### src/logic/rmsr_map.svh
// constants of the reset mode and software reset controller
`ifndef RMSR_MAP_SVH
`define RMSR_MAP_SVH

// serial control words, sixteen bits, first bit received is bit 15
`define RMSR_WORD_BITS       16
`define RMSR_CMD_NORMAL      16'hd540
`define RMSR_CMD_SENSITIVE   16'hd500
`define RMSR_CMD_SWRESET     16'hff00

// analog trip points, carried for reference by the detector flags
`define RMSR_RAMP_MV_PER_MS  100
`define RMSR_RAMP_GAP_MV     600
`define RMSR_LOW_NORMAL_MV   250
`define RMSR_LOW_SENS_MV     1600

// reset defaults
`define RMSR_SENSITIVE_RST   1'b1

// timing
`define RMSR_CLK_PERIOD_NS   25
`define RMSR_SWRESET_NS      250000

`endif

### src/logic/rmsr_pkg.sv
// types of the reset mode and software reset controller
package rmsr_pkg;

    typedef enum logic [1:0] {
        RMSR_ST_RUN,
        RMSR_ST_SUPPLY,
        RMSR_ST_SOFT
    } rmsr_state_e;

    typedef enum logic [1:0] {
        RMSR_CMD_NONE,
        RMSR_CMD_NORMAL,
        RMSR_CMD_SENS,
        RMSR_CMD_SWRST
    } rmsr_cmd_e;

    typedef enum logic [1:0] {
        RMSR_CAUSE_NONE,
        RMSR_CAUSE_SUPPLY,
        RMSR_CAUSE_SOFT
    } rmsr_cause_e;

endpackage : rmsr_pkg

### src/logic/rmsr_ctrl.sv
// reset mode and software reset controller
`timescale 1ns/1ps
`include "rmsr_map.svh"

module rmsr_ctrl #(
    parameter int SWRST_CYCLES = `RMSR_SWRESET_NS / `RMSR_CLK_PERIOD_NS,
    parameter int WORD_W       = `RMSR_WORD_BITS
) (
    input  wire logic       mclk_i,        // system clock, 40 MHz
    input  wire logic       rst_n_i,       // synchronous reset, active low
    input  wire logic       sck_i,         // serial control clock
    input  wire logic       sdi_i,         // serial control data
    input  wire logic       sel_n_i,       // serial control select, active low
    input  wire logic       rise_fast_i,   // supply rising faster than ramp rate
    input  wire logic       ramp_gap_i,    // supply above ramp by the gap threshold
    input  wire logic       below_sens_i,  // supply below the sensitive low level
    input  wire logic       below_norm_i,  // supply below the normal low level
    output logic            reset_n_o,     // chip reset, active low
    output logic            cfg_init_o,    // one-cycle pulse per event, held high throughout system reset, reload configuration
    output logic            sensitive_o,   // 1 sensitive mode, 0 normal mode
    output logic [1:0]      cause_o        // cause of the latest reset event
);

    localparam int CNT_W = $clog2(SWRST_CYCLES + 1);

    rmsr_pkg::rmsr_state_e state;
    rmsr_pkg::rmsr_state_e next_state;
    logic [CNT_W-1:0]      cnt;
    logic [CNT_W-1:0]      next_cnt;
    logic                  next_sensitive;
    logic                  next_reset_n;
    logic                  next_cfg_init;
    logic [1:0]            next_cause;

    logic                  word_valid;
    logic [WORD_W-1:0]     word;
    logic                  busy;
    logic                  glitch_trip;
    logic                  low_trip;
    logic                  supply_trip;
    rmsr_pkg::rmsr_cmd_e   cmd;

    function automatic rmsr_pkg::rmsr_cmd_e decode_word(input logic [WORD_W-1:0] w);
        if (w == `RMSR_CMD_NORMAL) begin
            decode_word = rmsr_pkg::RMSR_CMD_NORMAL;
        end else if (w == `RMSR_CMD_SENSITIVE) begin
            decode_word = rmsr_pkg::RMSR_CMD_SENS;
        end else if (w == `RMSR_CMD_SWRESET) begin
            decode_word = rmsr_pkg::RMSR_CMD_SWRST;
        end else begin
            decode_word = rmsr_pkg::RMSR_CMD_NONE;
        end
    endfunction : decode_word

    // the receiver is held off for the whole reset event
    assign busy = (state != rmsr_pkg::RMSR_ST_RUN);

    rmsr_word_rx #(
        .WORD_W (WORD_W)
    ) i_rmsr_word_rx (
        .mclk_i       (mclk_i),
        .rst_n_i      (rst_n_i),
        .block_i      (busy),
        .sck_i        (sck_i),
        .sdi_i        (sdi_i),
        .sel_n_i      (sel_n_i),
        .word_valid_o (word_valid),
        .word_o       (word)
    );

    // a word seen in the cycle the event begins is dropped as well
    assign cmd = (word_valid && !busy) ? decode_word(word) : rmsr_pkg::RMSR_CMD_NONE;

    assign glitch_trip = sensitive_o && rise_fast_i && ramp_gap_i;
    assign low_trip    = sensitive_o ? below_sens_i : below_norm_i;
    assign supply_trip = glitch_trip || low_trip;

    always_comb begin
        next_state     = state;
        next_cnt       = cnt;
        next_sensitive = sensitive_o;
        next_cfg_init  = 1'b0;
        next_cause     = cause_o;
        case (state)
            rmsr_pkg::RMSR_ST_RUN: begin
                if (supply_trip) begin
                    next_state    = rmsr_pkg::RMSR_ST_SUPPLY;
                    next_cfg_init = 1'b1;
                    next_cause    = 2'(rmsr_pkg::RMSR_CAUSE_SUPPLY);
                end else begin
                    case (cmd)
                        rmsr_pkg::RMSR_CMD_NORMAL: begin
                            next_sensitive = 1'b0;
                        end
                        rmsr_pkg::RMSR_CMD_SENS: begin
                            next_sensitive = 1'b1;
                        end
                        rmsr_pkg::RMSR_CMD_SWRST: begin
                            // normal mode swallows the request
                            if (sensitive_o) begin
                                next_state    = rmsr_pkg::RMSR_ST_SOFT;
                                next_cnt      = CNT_W'(SWRST_CYCLES - 1);
                                next_cfg_init = 1'b1;
                                next_cause    = 2'(rmsr_pkg::RMSR_CAUSE_SOFT);
                            end
                        end
                        default: begin
                        end
                    endcase
                end
            end
            rmsr_pkg::RMSR_ST_SUPPLY: begin
                // held for as long as the detectors report a bad supply
                if (!supply_trip) begin
                    next_state = rmsr_pkg::RMSR_ST_RUN;
                end
            end
            rmsr_pkg::RMSR_ST_SOFT: begin
                if (supply_trip) begin
                    next_state = rmsr_pkg::RMSR_ST_SUPPLY;
                    next_cause = 2'(rmsr_pkg::RMSR_CAUSE_SUPPLY);
                end else if (cnt == '0) begin
                    next_state = rmsr_pkg::RMSR_ST_RUN;
                end else begin
                    next_cnt = cnt - CNT_W'(1);
                end
            end
            default: begin
                next_state = rmsr_pkg::RMSR_ST_SUPPLY;
            end
        endcase
        // any reset event reloads the mode to its default
        if (next_state != rmsr_pkg::RMSR_ST_RUN) begin
            next_sensitive = `RMSR_SENSITIVE_RST;
        end
        next_reset_n = (next_state == rmsr_pkg::RMSR_ST_RUN);
    end

    always_ff @(posedge mclk_i) begin
        if (!rst_n_i) begin
            // system reset is itself a reset event, so the pin stays low
            state       <= rmsr_pkg::RMSR_ST_SUPPLY;
            cnt         <= '0;
            sensitive_o <= `RMSR_SENSITIVE_RST;
            reset_n_o   <= 1'b0;
            cfg_init_o  <= 1'b1;
            cause_o     <= 2'(rmsr_pkg::RMSR_CAUSE_SUPPLY);
        end else begin
            state       <= next_state;
            cnt         <= next_cnt;
            sensitive_o <= next_sensitive;
            reset_n_o   <= next_reset_n;
            cfg_init_o  <= next_cfg_init;
            cause_o     <= next_cause;
        end
    end

    // helper: length of the running software reset
    logic [CNT_W-1:0] soft_len;

    always_ff @(posedge mclk_i) begin
        if (!rst_n_i) begin
            soft_len <= '0;
        end else if (state == rmsr_pkg::RMSR_ST_SOFT) begin
            soft_len <= soft_len + CNT_W'(1);
        end else begin
            soft_len <= '0;
        end
    end
endmodule : rmsr_ctrl

### src/logic/rmsr_word_rx.sv
// serial control word receiver: collects whole sixteen-bit words
`timescale 1ns/1ps
`include "rmsr_map.svh"

module rmsr_word_rx #(
    parameter int WORD_W = `RMSR_WORD_BITS
) (
    input  wire logic              mclk_i,        // system clock
    input  wire logic              rst_n_i,       // synchronous reset, active low
    input  wire logic              block_i,       // drop words while high
    input  wire logic              sck_i,         // serial clock
    input  wire logic              sdi_i,         // serial data
    input  wire logic              sel_n_i,       // select, active low
    output logic                   word_valid_o,  // one-cycle pulse, word complete
    output logic [WORD_W-1:0]      word_o         // last complete word
);

    localparam int CNT_W = $clog2(WORD_W + 1);

    logic              sck_q;
    logic [CNT_W-1:0]  bit_cnt;
    logic [WORD_W-1:0] shift;
    logic              next_sck_q;
    logic [CNT_W-1:0]  next_bit_cnt;
    logic [WORD_W-1:0] next_shift;
    logic              next_word_valid;
    logic [WORD_W-1:0] next_word;
    logic              sck_rise;

    assign sck_rise = sck_i && !sck_q;

    always_comb begin
        next_sck_q      = sck_i;
        next_bit_cnt    = bit_cnt;
        next_shift      = shift;
        next_word_valid = 1'b0;
        next_word       = word_o;
        // a deselect or a reset event discards a partial word
        if (sel_n_i || block_i) begin
            next_bit_cnt = '0;
        end else if (sck_rise && bit_cnt < CNT_W'(WORD_W)) begin
            next_shift   = {shift[WORD_W-2:0], sdi_i};
            next_bit_cnt = bit_cnt + CNT_W'(1);
            if (bit_cnt == CNT_W'(WORD_W - 1)) begin
                next_word_valid = 1'b1;
                next_word       = {shift[WORD_W-2:0], sdi_i};
            end
        end
    end

    always_ff @(posedge mclk_i) begin
        if (!rst_n_i) begin
            sck_q        <= 1'b0;
            bit_cnt      <= '0;
            shift        <= '0;
            word_valid_o <= 1'b0;
            word_o       <= '0;
        end else begin
            sck_q        <= next_sck_q;
            bit_cnt      <= next_bit_cnt;
            shift        <= next_shift;
            word_valid_o <= next_word_valid;
            word_o       <= next_word;
        end
    end
endmodule : rmsr_word_rx

### config.mk
export PLATFORM = sky130hd
export DESIGN_NAME = rmsr_ctrl
export DESIGN_NICKNAME = d
export VERILOG_FILES = /design/src/logic/rmsr_pkg.sv /design/src/logic/rmsr_ctrl.sv /design/src/logic/rmsr_word_rx.sv
export VERILOG_INCLUDE_DIRS = /design/src /design/src/logic
export SDC_FILE = /design/constraint.sdc
export NUM_CORES = 1
export LEC_CHECK = 0
export BUFFER_PORTS_ARGS = -buffer_cell sky130_fd_sc_hd__buf_2
export CAP_MARGIN = 20
export CORE_MARGIN = 10
export CORE_UTILIZATION = 40
export CTS_BUF_LIST = sky130_fd_sc_hd__clkbuf_8
export CTS_CLUSTER_DIAMETER = 120
export DETAILED_ROUTE_END_ITERATION = 16
export HOLD_SLACK_MARGIN = 0.02
export PLACE_DENSITY_LB_ADDON = 0.08
export SLEW_MARGIN = 5
export SYNTH_ARGS = -nofsm -noshare
export SYNTH_HDL_FRONTEND = slang
export SYNTH_SLANG_ARGS = --single-unit
### constraint.sdc
create_clock -name mclk_i -period 3.5 [get_ports mclk_i]
set_clock_uncertainty 0.1 [all_clocks]
set_input_delay 0.35 -clock mclk_i [delete_from_list [all_inputs] [get_ports mclk_i]]
set_output_delay 0.35 -clock mclk_i [all_outputs]
set_load 0.02 [all_outputs]
==> reports/qor.yml, run 1 <==
hold_viol: 0
setup.worst_path.start_class: "flip-flop"
grt_pass1_wl_um: 8928
end_kind: "flip-flop"
die-area_um2: 9738
io_pins: 14
dp_hpwl_um: 3446
num_vias: 2029
cts_setup_buffers: 0
cts_tree: "done"
synthCells: 295
ir_drop_mv: 0.4182
yosys.area.top_type: "dfxtp_1"
p_comb_share_pct: 2.8
max_cap_viol_count: 0
ys_ff_latch: 59
synthArstFlopShare_pct: 0
final_design_area_no_fill_um2: 2810
synth_ff_type: "dfxtp_1"
coreArea_um2: 5956
grt_setup_unrepaired: "false"
period_share_pct: 87.52
die_w_um: 98.68
avgSynthCellArea_um2: 8.394
antenna_found_initial: 0
arrival_ns: 3.22
fmax_ghz: 0.3264
critPathMaxFanout: 7
pwr-share-seq_pct: 51.5
grt_pass1_vias: 1902
routed_wl_um: 5089
initial_utilization_pct: 41.58
area_growth_pct: 13.49
path_class: "reg2reg"
ys_seq_area_share_pct: 47.70
cts_root_buf: "clkbuf_8"
power_frac_clock_pct: 45.7
synth_edf_count: 0
cts_htree_levels: 3
clkSinkCount: 59
rows: 28
leakage_uw: 0.0009955
hp-class: "in2reg"
syn_nets: 309
clk_pin_slew_ns: 0.06
wl_per_cell_um: 13.05
whs_ns: 0.1521
antenna_left: 0
ctsResizeCount: 0
port_buffers: 13
via_per_inst: 5.203
synthTopCellsByArea: "dfxtp_1, a21oi_1, nand2_1"
numCtsBuffers: 9
drt_iter0_drc: 76
antenna_cells: 0
ys_types: 48
clk_path_buf_depth: 2
finalSetupTns_ns: 0
die_h_um: 98.68
synth_top_area_share_pct: 47.70
gr-total-overflow: 0
post-route-min-period_ns: 3.063
synth.cell_area_um2: 2476
required_ns: 3.66
switching_share_pct: 21.79
grt_max_degree: 39
setup_viol: 0
placed_area_um2: 2615
worstMarginPinSlew_ns: 0.6252
power_per_cell_area_nw_per_um2: 467.5
maxSlewViolCount: 0
drive_gt1_share_pct: 14.29
synth_warnings: 0
relSlewSlack_pct: 58.19
postCtsHoldBufs: 0
p_int_uw: 1027
switchingPower_uw: 286.3
globalplace.congestion: 0.7456
drc: 0
clock_latency_ns: 0.33
track_usage_pct: 11.02
final_nets: 324
outcome: "completed"
dr.pass1.iters: 4
==> logic make-up after synthesis <==
group	count (synthesis)	share of synthesized area (%)
mux	3	1.213
xor+xnor	7	2.476
flops	59	47.70
compound gates	61	13.69
simple gates	137	28.55
buf+inv	23	3.840
fa+ha+maj	5	2.527
==> power by group through the flow <==
stage | Clock, uW | Sequential (uW) | Combinational (uW)
2_1_floorplan | 0 | 693 | 21.5
3_3_place_gp | 0 | 691 | 37.4
3_5_place_dp | 0 | 691 | 37.5
4_1_cts | 622 | 676 | 37.6
5_1_grt | 650 | 676 | 42.0
6_report | 600 | 676 | 37.2
==> layout by cell type, fill, tap and decap left out, types with 6 or more instances in the layout <==
cell and instances:
a21oi_1 44, buf_2 13, buf_4 6, clkbuf_8 10, dfxtp_1 59, inv_1 10
nand2_1 54, nand3_1 23, nand4_1 11, nor2_1 15, xor2_1 6
==> critical path, stage by stage, from the launching register on <==
cell and delay (ns):
dfxtp_1 0.34, or4b_2 0.66, a21oi_1 0.22, ha_1 0.22
a21oi_1 0.07, nor2_1 0.31, nand4_1 0.31, or4_2 0.61
a21oi_1 0.16
==> through the flow <==
stage	setup WS, ns	instances	total power [uW]	utilization (%)
6_report	0.4367	390	1314	47.18
4_1_cts	0.4392	390	1336	47.18
5_1_grt	0.1808	390	1369	47.18
2_1_floorplan	0.7305	295	714.1	-
3_3_place_gp	0.5306	374	728.8	43.91
3_5_place_dp	0.4825	374	728.8	43.91
==> synthesized netlist by cell type, types with 3 or more instances <==
library cell and instances:
dfxtp_1 59, nand2_1 54, a21oi_1 44, nand3_1 23, nor2_1 15, clkbuf_1 13
nand4_1 11, inv_1 8, xor2_1 6, ha_1 5, o21ai_0 5, or3_1 4
mux2i_1 3
==> area by class of cell <==
class	count	area (um^2)
flip-flops and latches	59	1181
inverters	8	30.03
multi-input cells	213	1200
repair buffers	19	110.1
fillers	610	3146
well taps	75	93.84
clock inverters	6	57.56
clock buffers	10	137.6
==> registers in the layout, indices dropped and copies added (netlist names) <==
signal                       flops
cause_o                          2
cfg_init_o                       1
cnt                             14
i_rmsr_word_rx.bit_cnt           5
i_rmsr_word_rx.sck_q             1
i_rmsr_word_rx.shift            15
i_rmsr_word_rx.word_o           16
i_rmsr_word_rx.word_valid_o      1
reset_n_o                        1
sensitive_o                      1
state                            2
==> worst paths after layout <==
check	startpoint	endpoint	slack [ns]	cells after the start
worst max-delay path	i_rmsr_word_rx.word_o[9]$_SDFFE_PN0P_	cnt[7]$_SDFFE_PN0P_	0.44	8
worst min-delay path	sck_i	i_rmsr_word_rx.sck_q$_SDFF_PN0_	0.15	2
worst max register to register	i_rmsr_word_rx.word_o[9]$_SDFFE_PN0P_	cnt[7]$_SDFFE_PN0P_	0.44	8
worst min register to register	i_rmsr_word_rx.word_o[7]$_SDFFE_PN0P_	i_rmsr_word_rx.word_o[7]$_SDFFE_PN0P_	0.35	2
==> routing by layer <==
| metal | global-route usage (%) | up-vias | part of all wire, % |
|---|---|---|---|
| met5 | 0 | - | 0 |
| met4 | 4.300 | 0 | 1.7 |
| met3 | 5.237 | 8 | 5.1 |
| met2 | 16.59 | 31 | 44 |
| met1 | 13.24 | 922 | 50 |
| li1 | - | 1068 | - |
Power figures use the tool's default switching activity.
==> run 2: changes to the inputs <==
- REMOVE_ABC_BUFFERS: not set -> 1
==> reports/qor.yml, run 2 (synthesized netlist as in run 1, its figures left out) <==
initial_utilization_pct: 41.58  # unchanged
relSlewSlack_pct: 54.93  # was 58.19%
power_per_cell_area_nw_per_um2: 442.7  # was 467.5 nW/um^2
clk_pin_slew_ns: 0.06  # about the same
cts_setup_buffers: 0  # unchanged
antenna_found_initial: 0  # unchanged
postCtsHoldBufs: 0  # unchanged
port_buffers: 13  # unchanged
drive_gt1_share_pct: 13.74  # was 14.29%
io_pins: 14  # unchanged
setup.worst_path.start_class: "flip-flop"  # unchanged
regArea_um2: 1181  # unchanged
rows: 28  # unchanged
outcome: "completed"  # unchanged
routed_wl_um: 5221  # was 5089 um
switchingPower_uw: 276.3  # was 286.3 uW
die_h_um: 98.68  # unchanged
leakage_uw: 0.0009834  # was 0.0009955 uW
pwr-share-seq_pct: 55.2  # was 51.5%
slowest_stage: "or4b_2"  # unchanged
hp-class: "in2reg"  # unchanged
worstMarginPinSlew_ns: 0.6760  # was 0.6252 ns
coreArea_um2: 5956  # unchanged
area_growth_pct: 11.77  # was 13.49%
globalplace.congestion: 0.7350  # was 0.7456
antenna_left: 0  # unchanged
largest_reg_flops: 16  # unchanged
nFillCells: 624  # was 610
hold_viol: 0  # unchanged
grt_setup_unrepaired: "false"  # unchanged
drt_iter0_drc: 111  # was 76
maxSlewViolCount: 0  # unchanged
setup_viol: 0  # unchanged
multi_input_area_um2: 1200  # unchanged
crit_chain: "or4b_2, a21oi_1, ha_1, a21oi_1, nor2_1, nand4_1, or4_2, a21oi_1"  # unchanged
most-common-layout-cells: "dfxtp_1, nand2_1, a21oi_1"  # unchanged
ctsResizeCount: 0  # unchanged
p_comb_share_pct: 3.1  # was 2.8%
antenna_cells: 0  # unchanged
clock_latency_ns: 0.34  # was 0.33 ns
num_vias: 2057  # was 2029
cts_root_buf: "clkbuf_8"  # unchanged
via_per_inst: 5.302  # was 5.203
slowest_delay_ns: 0.67  # was 0.66 ns
wl_per_cell_um: 13.46  # was 13.05 um
period_share_pct: 88.68  # was 87.52%
cpMostUsedCell: "a21oi_1"  # unchanged
grt_pass1_vias: 1930  # was 1902
track_usage_pct: 11.10  # was 11.02%
path_class: "reg2reg"  # unchanged
p_int_uw: 948.9  # was 1027 uW
cts_htree_levels: 3  # unchanged
required_ns: 3.66  # about the same
grt_max_degree: 39  # unchanged
die-area_um2: 9738  # unchanged
gr-total-overflow: 0  # unchanged
clk_path_buf_depth: 2  # unchanged
end_kind: "flip-flop"  # unchanged
max_cap_viol_count: 0  # unchanged
clkSinkCount: 59  # unchanged
top_register: "i_rmsr_word_rx.word_o"  # unchanged
critPathBufInv: 0  # unchanged
final_common_cell: "dfxtp_1"  # unchanged
finalSetupTns_ns: 0  # unchanged
numCtsBuffers: 9  # unchanged
fmax_ghz: 0.3222  # was 0.3264 GHz
cp_top_family: "simple AND/OR/NAND/NOR gates"  # unchanged
die_w_um: 98.68  # unchanged
switching_share_pct: 22.55  # was 21.79%
dp_hpwl_um: 3454  # was 3446 um
cts_tree: "done"  # unchanged
ir_drop_mv: 0.2328  # was 0.4182 mV
finalCoreUtilization_pct: 46.47  # was 47.18%
largestRegisters: "i_rmsr_word_rx.word_o x16, i_rmsr_word_rx.shift x15, cnt x14"  # unchanged
dr.pass1.iters: 4  # unchanged
grt_pass1_wl_um: 8983  # was 8928 um
post-route-min-period_ns: 3.104  # was 3.063 ns
drc: 0  # unchanged
final_nets: 323  # was 324
critPathMaxFanout: 7  # unchanged
power_frac_clock_pct: 41.7  # was 45.7%
arrival_ns: 3.27  # was 3.22 ns
-- run 2: cell types whose count changed in the layout (fill, tap and decap cells not counted), sizes merged --
cell and change:
buf -1, clkinv +2, clkinvlp -2, bufinv -1
-- run 2: area by class of cell --
type	instances	area share, %
repair buffers	18	3.707
well taps	75	3.391
flip-flops and latches	59	42.68
multi-input cells	213	43.35
clock buffers	10	4.973
inverters	8	1.085
clock inverters	5	0.8137
-- run 2: per-layer routing --
layer / vias to the layer above / wire length (um) / track usage, %
met5: - / 0 / 0
met4: 0 / 39 / 3.969
met3: 4 / 278 / 4.958
met2: 40 / 2308 / 16.84
met1: 948 / 2595 / 13.55
li1: 1065 / - / -
-- run 2: worst paths after layout --
check	from	end	slack (ns)	depth (start not counted)
worst min-delay path	sck_i	i_rmsr_word_rx.sck_q$_SDFF_PN0_	0.15	2
worst max register to register	i_rmsr_word_rx.word_o[9]$_SDFFE_PN0P_	cnt[7]$_SDFFE_PN0P_	0.40	8
worst min register to register	cause_o[1]$_SDFFE_PN0P_	cause_o[1]$_SDFFE_PN0P_	0.34	2
worst max-delay path	i_rmsr_word_rx.word_o[9]$_SDFFE_PN0P_	cnt[7]$_SDFFE_PN0P_	0.40	8
-- run 2: worst register-to-register path: stages, from the launching register on --
cell,delay [ns]
dfxtp_1,0.33
or4b_2,0.67
a21oi_1,0.23
ha_1,0.23
a21oi_1,0.08
nor2_1,0.31
nand4_1,0.32
or4_2,0.61
a21oi_1,0.16
-- run 2: per-stage QoR --
step                      cells  hold WS, ns  power [uW]  setup WS, ns  area [um^2]
after global routing        388       0.1366        1281       0.09923         2768
after detailed placement    373       0.3329       729.7        0.4321         2608
after floorplan             280       0.3311       710.6        0.7290         2411
after global placement      373       0.3336       729.4        0.5244         2608
final                       388       0.1537        1225        0.3962         2768
after CTS                   388       0.1358        1244        0.3887         2768
-- run 2: power groups by stage --
stage / Clock [uW] / Sequential [uW] / Combinational (uW)
4_1_cts: 529 / 676 / 38.7
3_3_place_gp: 0 / 691 / 38.3
5_1_grt: 563 / 676 / 41.9
6_report: 511 / 676 / 38.3
3_5_place_dp: 0 / 691 / 38.6
2_1_floorplan: 0 / 693 / 18.0
==> run 3: changes to the inputs <==
- ABC_AREA: not set -> 1
==> reports/qor.yml, run 3 <==
post-route-min-period_ns: 2.254  # was 3.104 ns
yosys.area.top_type: "dfxtp_1"  # unchanged
postCtsHoldBufs: 0  # unchanged
die_h_um: 102.8  # was 98.68 um
rows: 30  # was 28
end_kind: "flip-flop"  # unchanged
num_vias: 2256  # was 2057
multi_input_area_um2: 1328  # was 1200 um^2
synth_ff_type: "dfxtp_1"  # unchanged
drive_gt1_share_pct: 13.50  # was 13.74%
slowest_delay_ns: 0.32  # was 0.67 ns
clk_pin_slew_ns: 0.08  # was 0.06 ns
period_share_pct: 64.40  # was 88.68%
ys_types: 35  # was 48
relSlewSlack_pct: 73.22  # was 54.93%
track_usage_pct: 11.63  # was 11.10%
wl_met2_um: 2728  # was 2308 um
crit_chain: "inv_1, nand2_1, nor4_1, nor3b_1, ha_1, nand3_2, nor2_4, inv_2, nand2_4, o21ai_0, a21oi_1"  # was or4b_2, a21oi_1, ha_1, a21oi_1, nor2_1, nand4_1, or4_2, a21oi_1
synth_warnings: 0  # unchanged
worstMarginPinSlew_ns: 0.4002  # was 0.6760 ns
synth_edf_count: 0  # unchanged
cts_tree: "done"  # unchanged
required_ns: 3.66  # about the same
placed_area_um2: 2856  # was 2608 um^2
final_nets: 409  # was 323
antenna_found_initial: 0  # unchanged
ys_ff_latch: 59  # unchanged
grt_pass1_wl_um: 9825  # was 8983 um
hold_viol: 0  # unchanged
hp-class: "in2reg"  # unchanged
ctsResizeCount: 0  # unchanged
port_buffers: 13  # unchanged
avgSynthCellArea_um2: 7.217  # was 8.394 um^2
largestRegisters: "i_rmsr_word_rx.word_o x16, i_rmsr_word_rx.shift x15, cnt x14"  # unchanged
wl_per_cell_um: 11.67  # was 13.46 um
synthArstFlopShare_pct: 0  # unchanged
die_w_um: 102.8  # was 98.68 um
area_growth_pct: 13.00  # was 11.77%
max_cap_viol_count: 0  # unchanged
largest_reg_flops: 16  # unchanged
fmax_ghz: 0.4436  # was 0.3222 GHz
drt_iter0_drc: 88  # was 111
final_common_cell: "nand2_1"  # was dfxtp_1
via_per_inst: 4.700  # was 5.302
synthCells: 380  # was 295
initial_utilization_pct: 40.82  # was 41.58%
leakage_uw: 0.001340  # was 0.0009834 uW
synth_most_common_cell: "nand2_1"  # was dfxtp_1
clkSinkCount: 59  # unchanged
clk_path_buf_depth: 2  # unchanged
cts_root_buf: "clkbuf_8"  # unchanged
die-area_um2: 10570  # was 9738 um^2
synth.cell_area_um2: 2743  # was 2476 um^2
cts_setup_buffers: 0  # unchanged
synth_commonest_cells: "nand2_1, nor2_1, dfxtp_1, inv_1, nand3_1"  # was dfxtp_1, nand2_1, a21oi_1, nand3_1, nor2_1
antenna_cells: 0  # unchanged
ys_seq_area_share_pct: 43.07  # was 47.70%
arrival_ns: 2.41  # was 3.27 ns
grt_max_degree: 32  # was 39
synthTopCellsByArea: "dfxtp_1, nand2_1, nor2_1"  # was dfxtp_1, a21oi_1, nand2_1
grt_setup_unrepaired: "false"  # unchanged
maxSlewViolCount: 0  # unchanged
grt_pass1_vias: 2251  # was 1930
synth_top_area_share_pct: 43.07  # was 47.70%
setup.worst_path.start_class: "flip-flop"  # unchanged
dr_wl_met3_um: 140  # was 278 um
slowest_stage: "nor3b_1"  # was or4b_2
coreArea_um2: 6719  # was 5956 um^2
path_class: "reg2reg"  # unchanged
antenna_left: 0  # unchanged
setup_viol: 0  # unchanged
highest_layer: "met4"  # unchanged
power_per_cell_area_nw_per_um2: 481.5  # was 442.7 nW/um^2
io_pins: 14  # unchanged
critPathMaxFanout: 17  # was 7
most-common-layout-cells: "nand2_1, nor2_1, dfxtp_1"  # was dfxtp_1, nand2_1, a21oi_1
numCtsBuffers: 9  # unchanged
ir_drop_mv: 0.4248  # was 0.2328 mV
outcome: "completed"  # unchanged
gr-total-overflow: 0  # unchanged
setup_slack_ns: 1.246  # was 0.3962 ns
dr.pass1.iters: 4  # unchanged
routedLengthMet1_um: 2634  # was 2595 um
top_register: "i_rmsr_word_rx.word_o"  # unchanged
routed_wl_um: 5602  # was 5221 um
dp_slack_ns: 1.272  # was 0.4321 ns
dp_hpwl_um: 3922  # was 3454 um
globalplace.congestion: 0.7972  # was 0.7350
finalSetupTns_ns: 0  # unchanged
clock_latency_ns: 0.33  # was 0.34 ns
final_design_area_no_fill_um2: 3099  # was 2768 um^2
cts_htree_levels: 3  # unchanged
drc: 0  # unchanged
regArea_um2: 1181  # unchanged
nFillCells: 680  # was 624
run 3: changes by cell type after synthesis, moves of 4 or more:
| cell | before | now |
|---|---|---|
| a21oi_1 | 44 | 20 |
| clkbuf_1 | 13 | 6 |
| inv_1 | 8 | 37 |
| nand2_1 | 54 | 79 |
| nand3_1 | 23 | 32 |
| nand4_1 | 11 | 2 |
| nor2_1 | 15 | 65 |
| nor2_2 | 0 | 4 |
| nor2_4 | 0 | 4 |
| o21ai_0 | 5 | 24 |
| or3_1 | 4 | 0 |
run 3: through the flow:
| step | utilization (%) | cells | hold slack, ns | total power (uW) |
|---|---|---|---|---|
| finish | 46.13 | 480 | 0.1128 | 1492 |
| global route | 46.13 | 480 | 0.1137 | 1541 |
| CTS | 46.13 | 480 | 0.1005 | 1510 |
| detailed placement | 42.51 | 464 | 0.3518 | 750.1 |
| global placement | 42.51 | 464 | 0.3478 | 749.7 |
| floorplan | - | 369 | 0.3302 | 728.9 |
run 3: final timing paths:
path | startpoint | endpoint | slack (ns) | depth (start not counted)
min reg2reg | i_rmsr_word_rx.shift[9]$_SDFFE_PN0P_ | i_rmsr_word_rx.word_o[10]$_SDFFE_PN0P_ | 0.36 | 2
min | sck_i | i_rmsr_word_rx.sck_q$_SDFF_PN0_ | 0.11 | 3
max reg2reg | i_rmsr_word_rx.word_o[4]$_SDFFE_PN0P_ | cnt[0]$_SDFFE_PN0P_ | 1.25 | 11
max | i_rmsr_word_rx.word_o[4]$_SDFFE_PN0P_ | cnt[0]$_SDFFE_PN0P_ | 1.25 | 11
run 3: per-layer routing:
metal	global-route usage, %	vias up
met2	20.12	23
li1	-	1238
met3	4.223	9
met5	0	-
met4	4.813	0
met1	12.59	986
run 3: critical path: cells and delay by family, from the launching register on:
kind | cells | cell delay, ns
flip-flops | 1 | 0.30
AND/OR/NAND/NOR | 6 | 1.17
buffers and inverters | 2 | 0.14
AO/OA/AOI/OAI | 2 | 0.26
adder cells (fa/ha/maj) | 1 | 0.22
run 3: cell type report:
class                      count  area share (%)
sequential                    59           38.11
timing repair buffer          15           2.584
clock buffer                  10           4.441
clock inverter                 6           3.391
inverter                      43           5.410
tap                           80           3.230
multi-input combinational    267           42.83
run 3: cells by family (layout without fill, tap and decap cells):
kind of cell    after synthesis  in the layout  share of synthesized area [%]
flops                        59             59                          43.07
buf+inv                      54             74                          8.530
xor+xnor                      3              3                         0.9582
simple gates                205            205                          34.08
fa+ha+maj                     5              5                          2.281
compound gates               54             54                          11.09
run 3: report_power, final:
part	internal (uW)	leakage [uW]	switching [uW]
Clock	488	0.000125	271
Sequential	679	0.000477	4.03
Combinational	16.7	0.000738	34.2
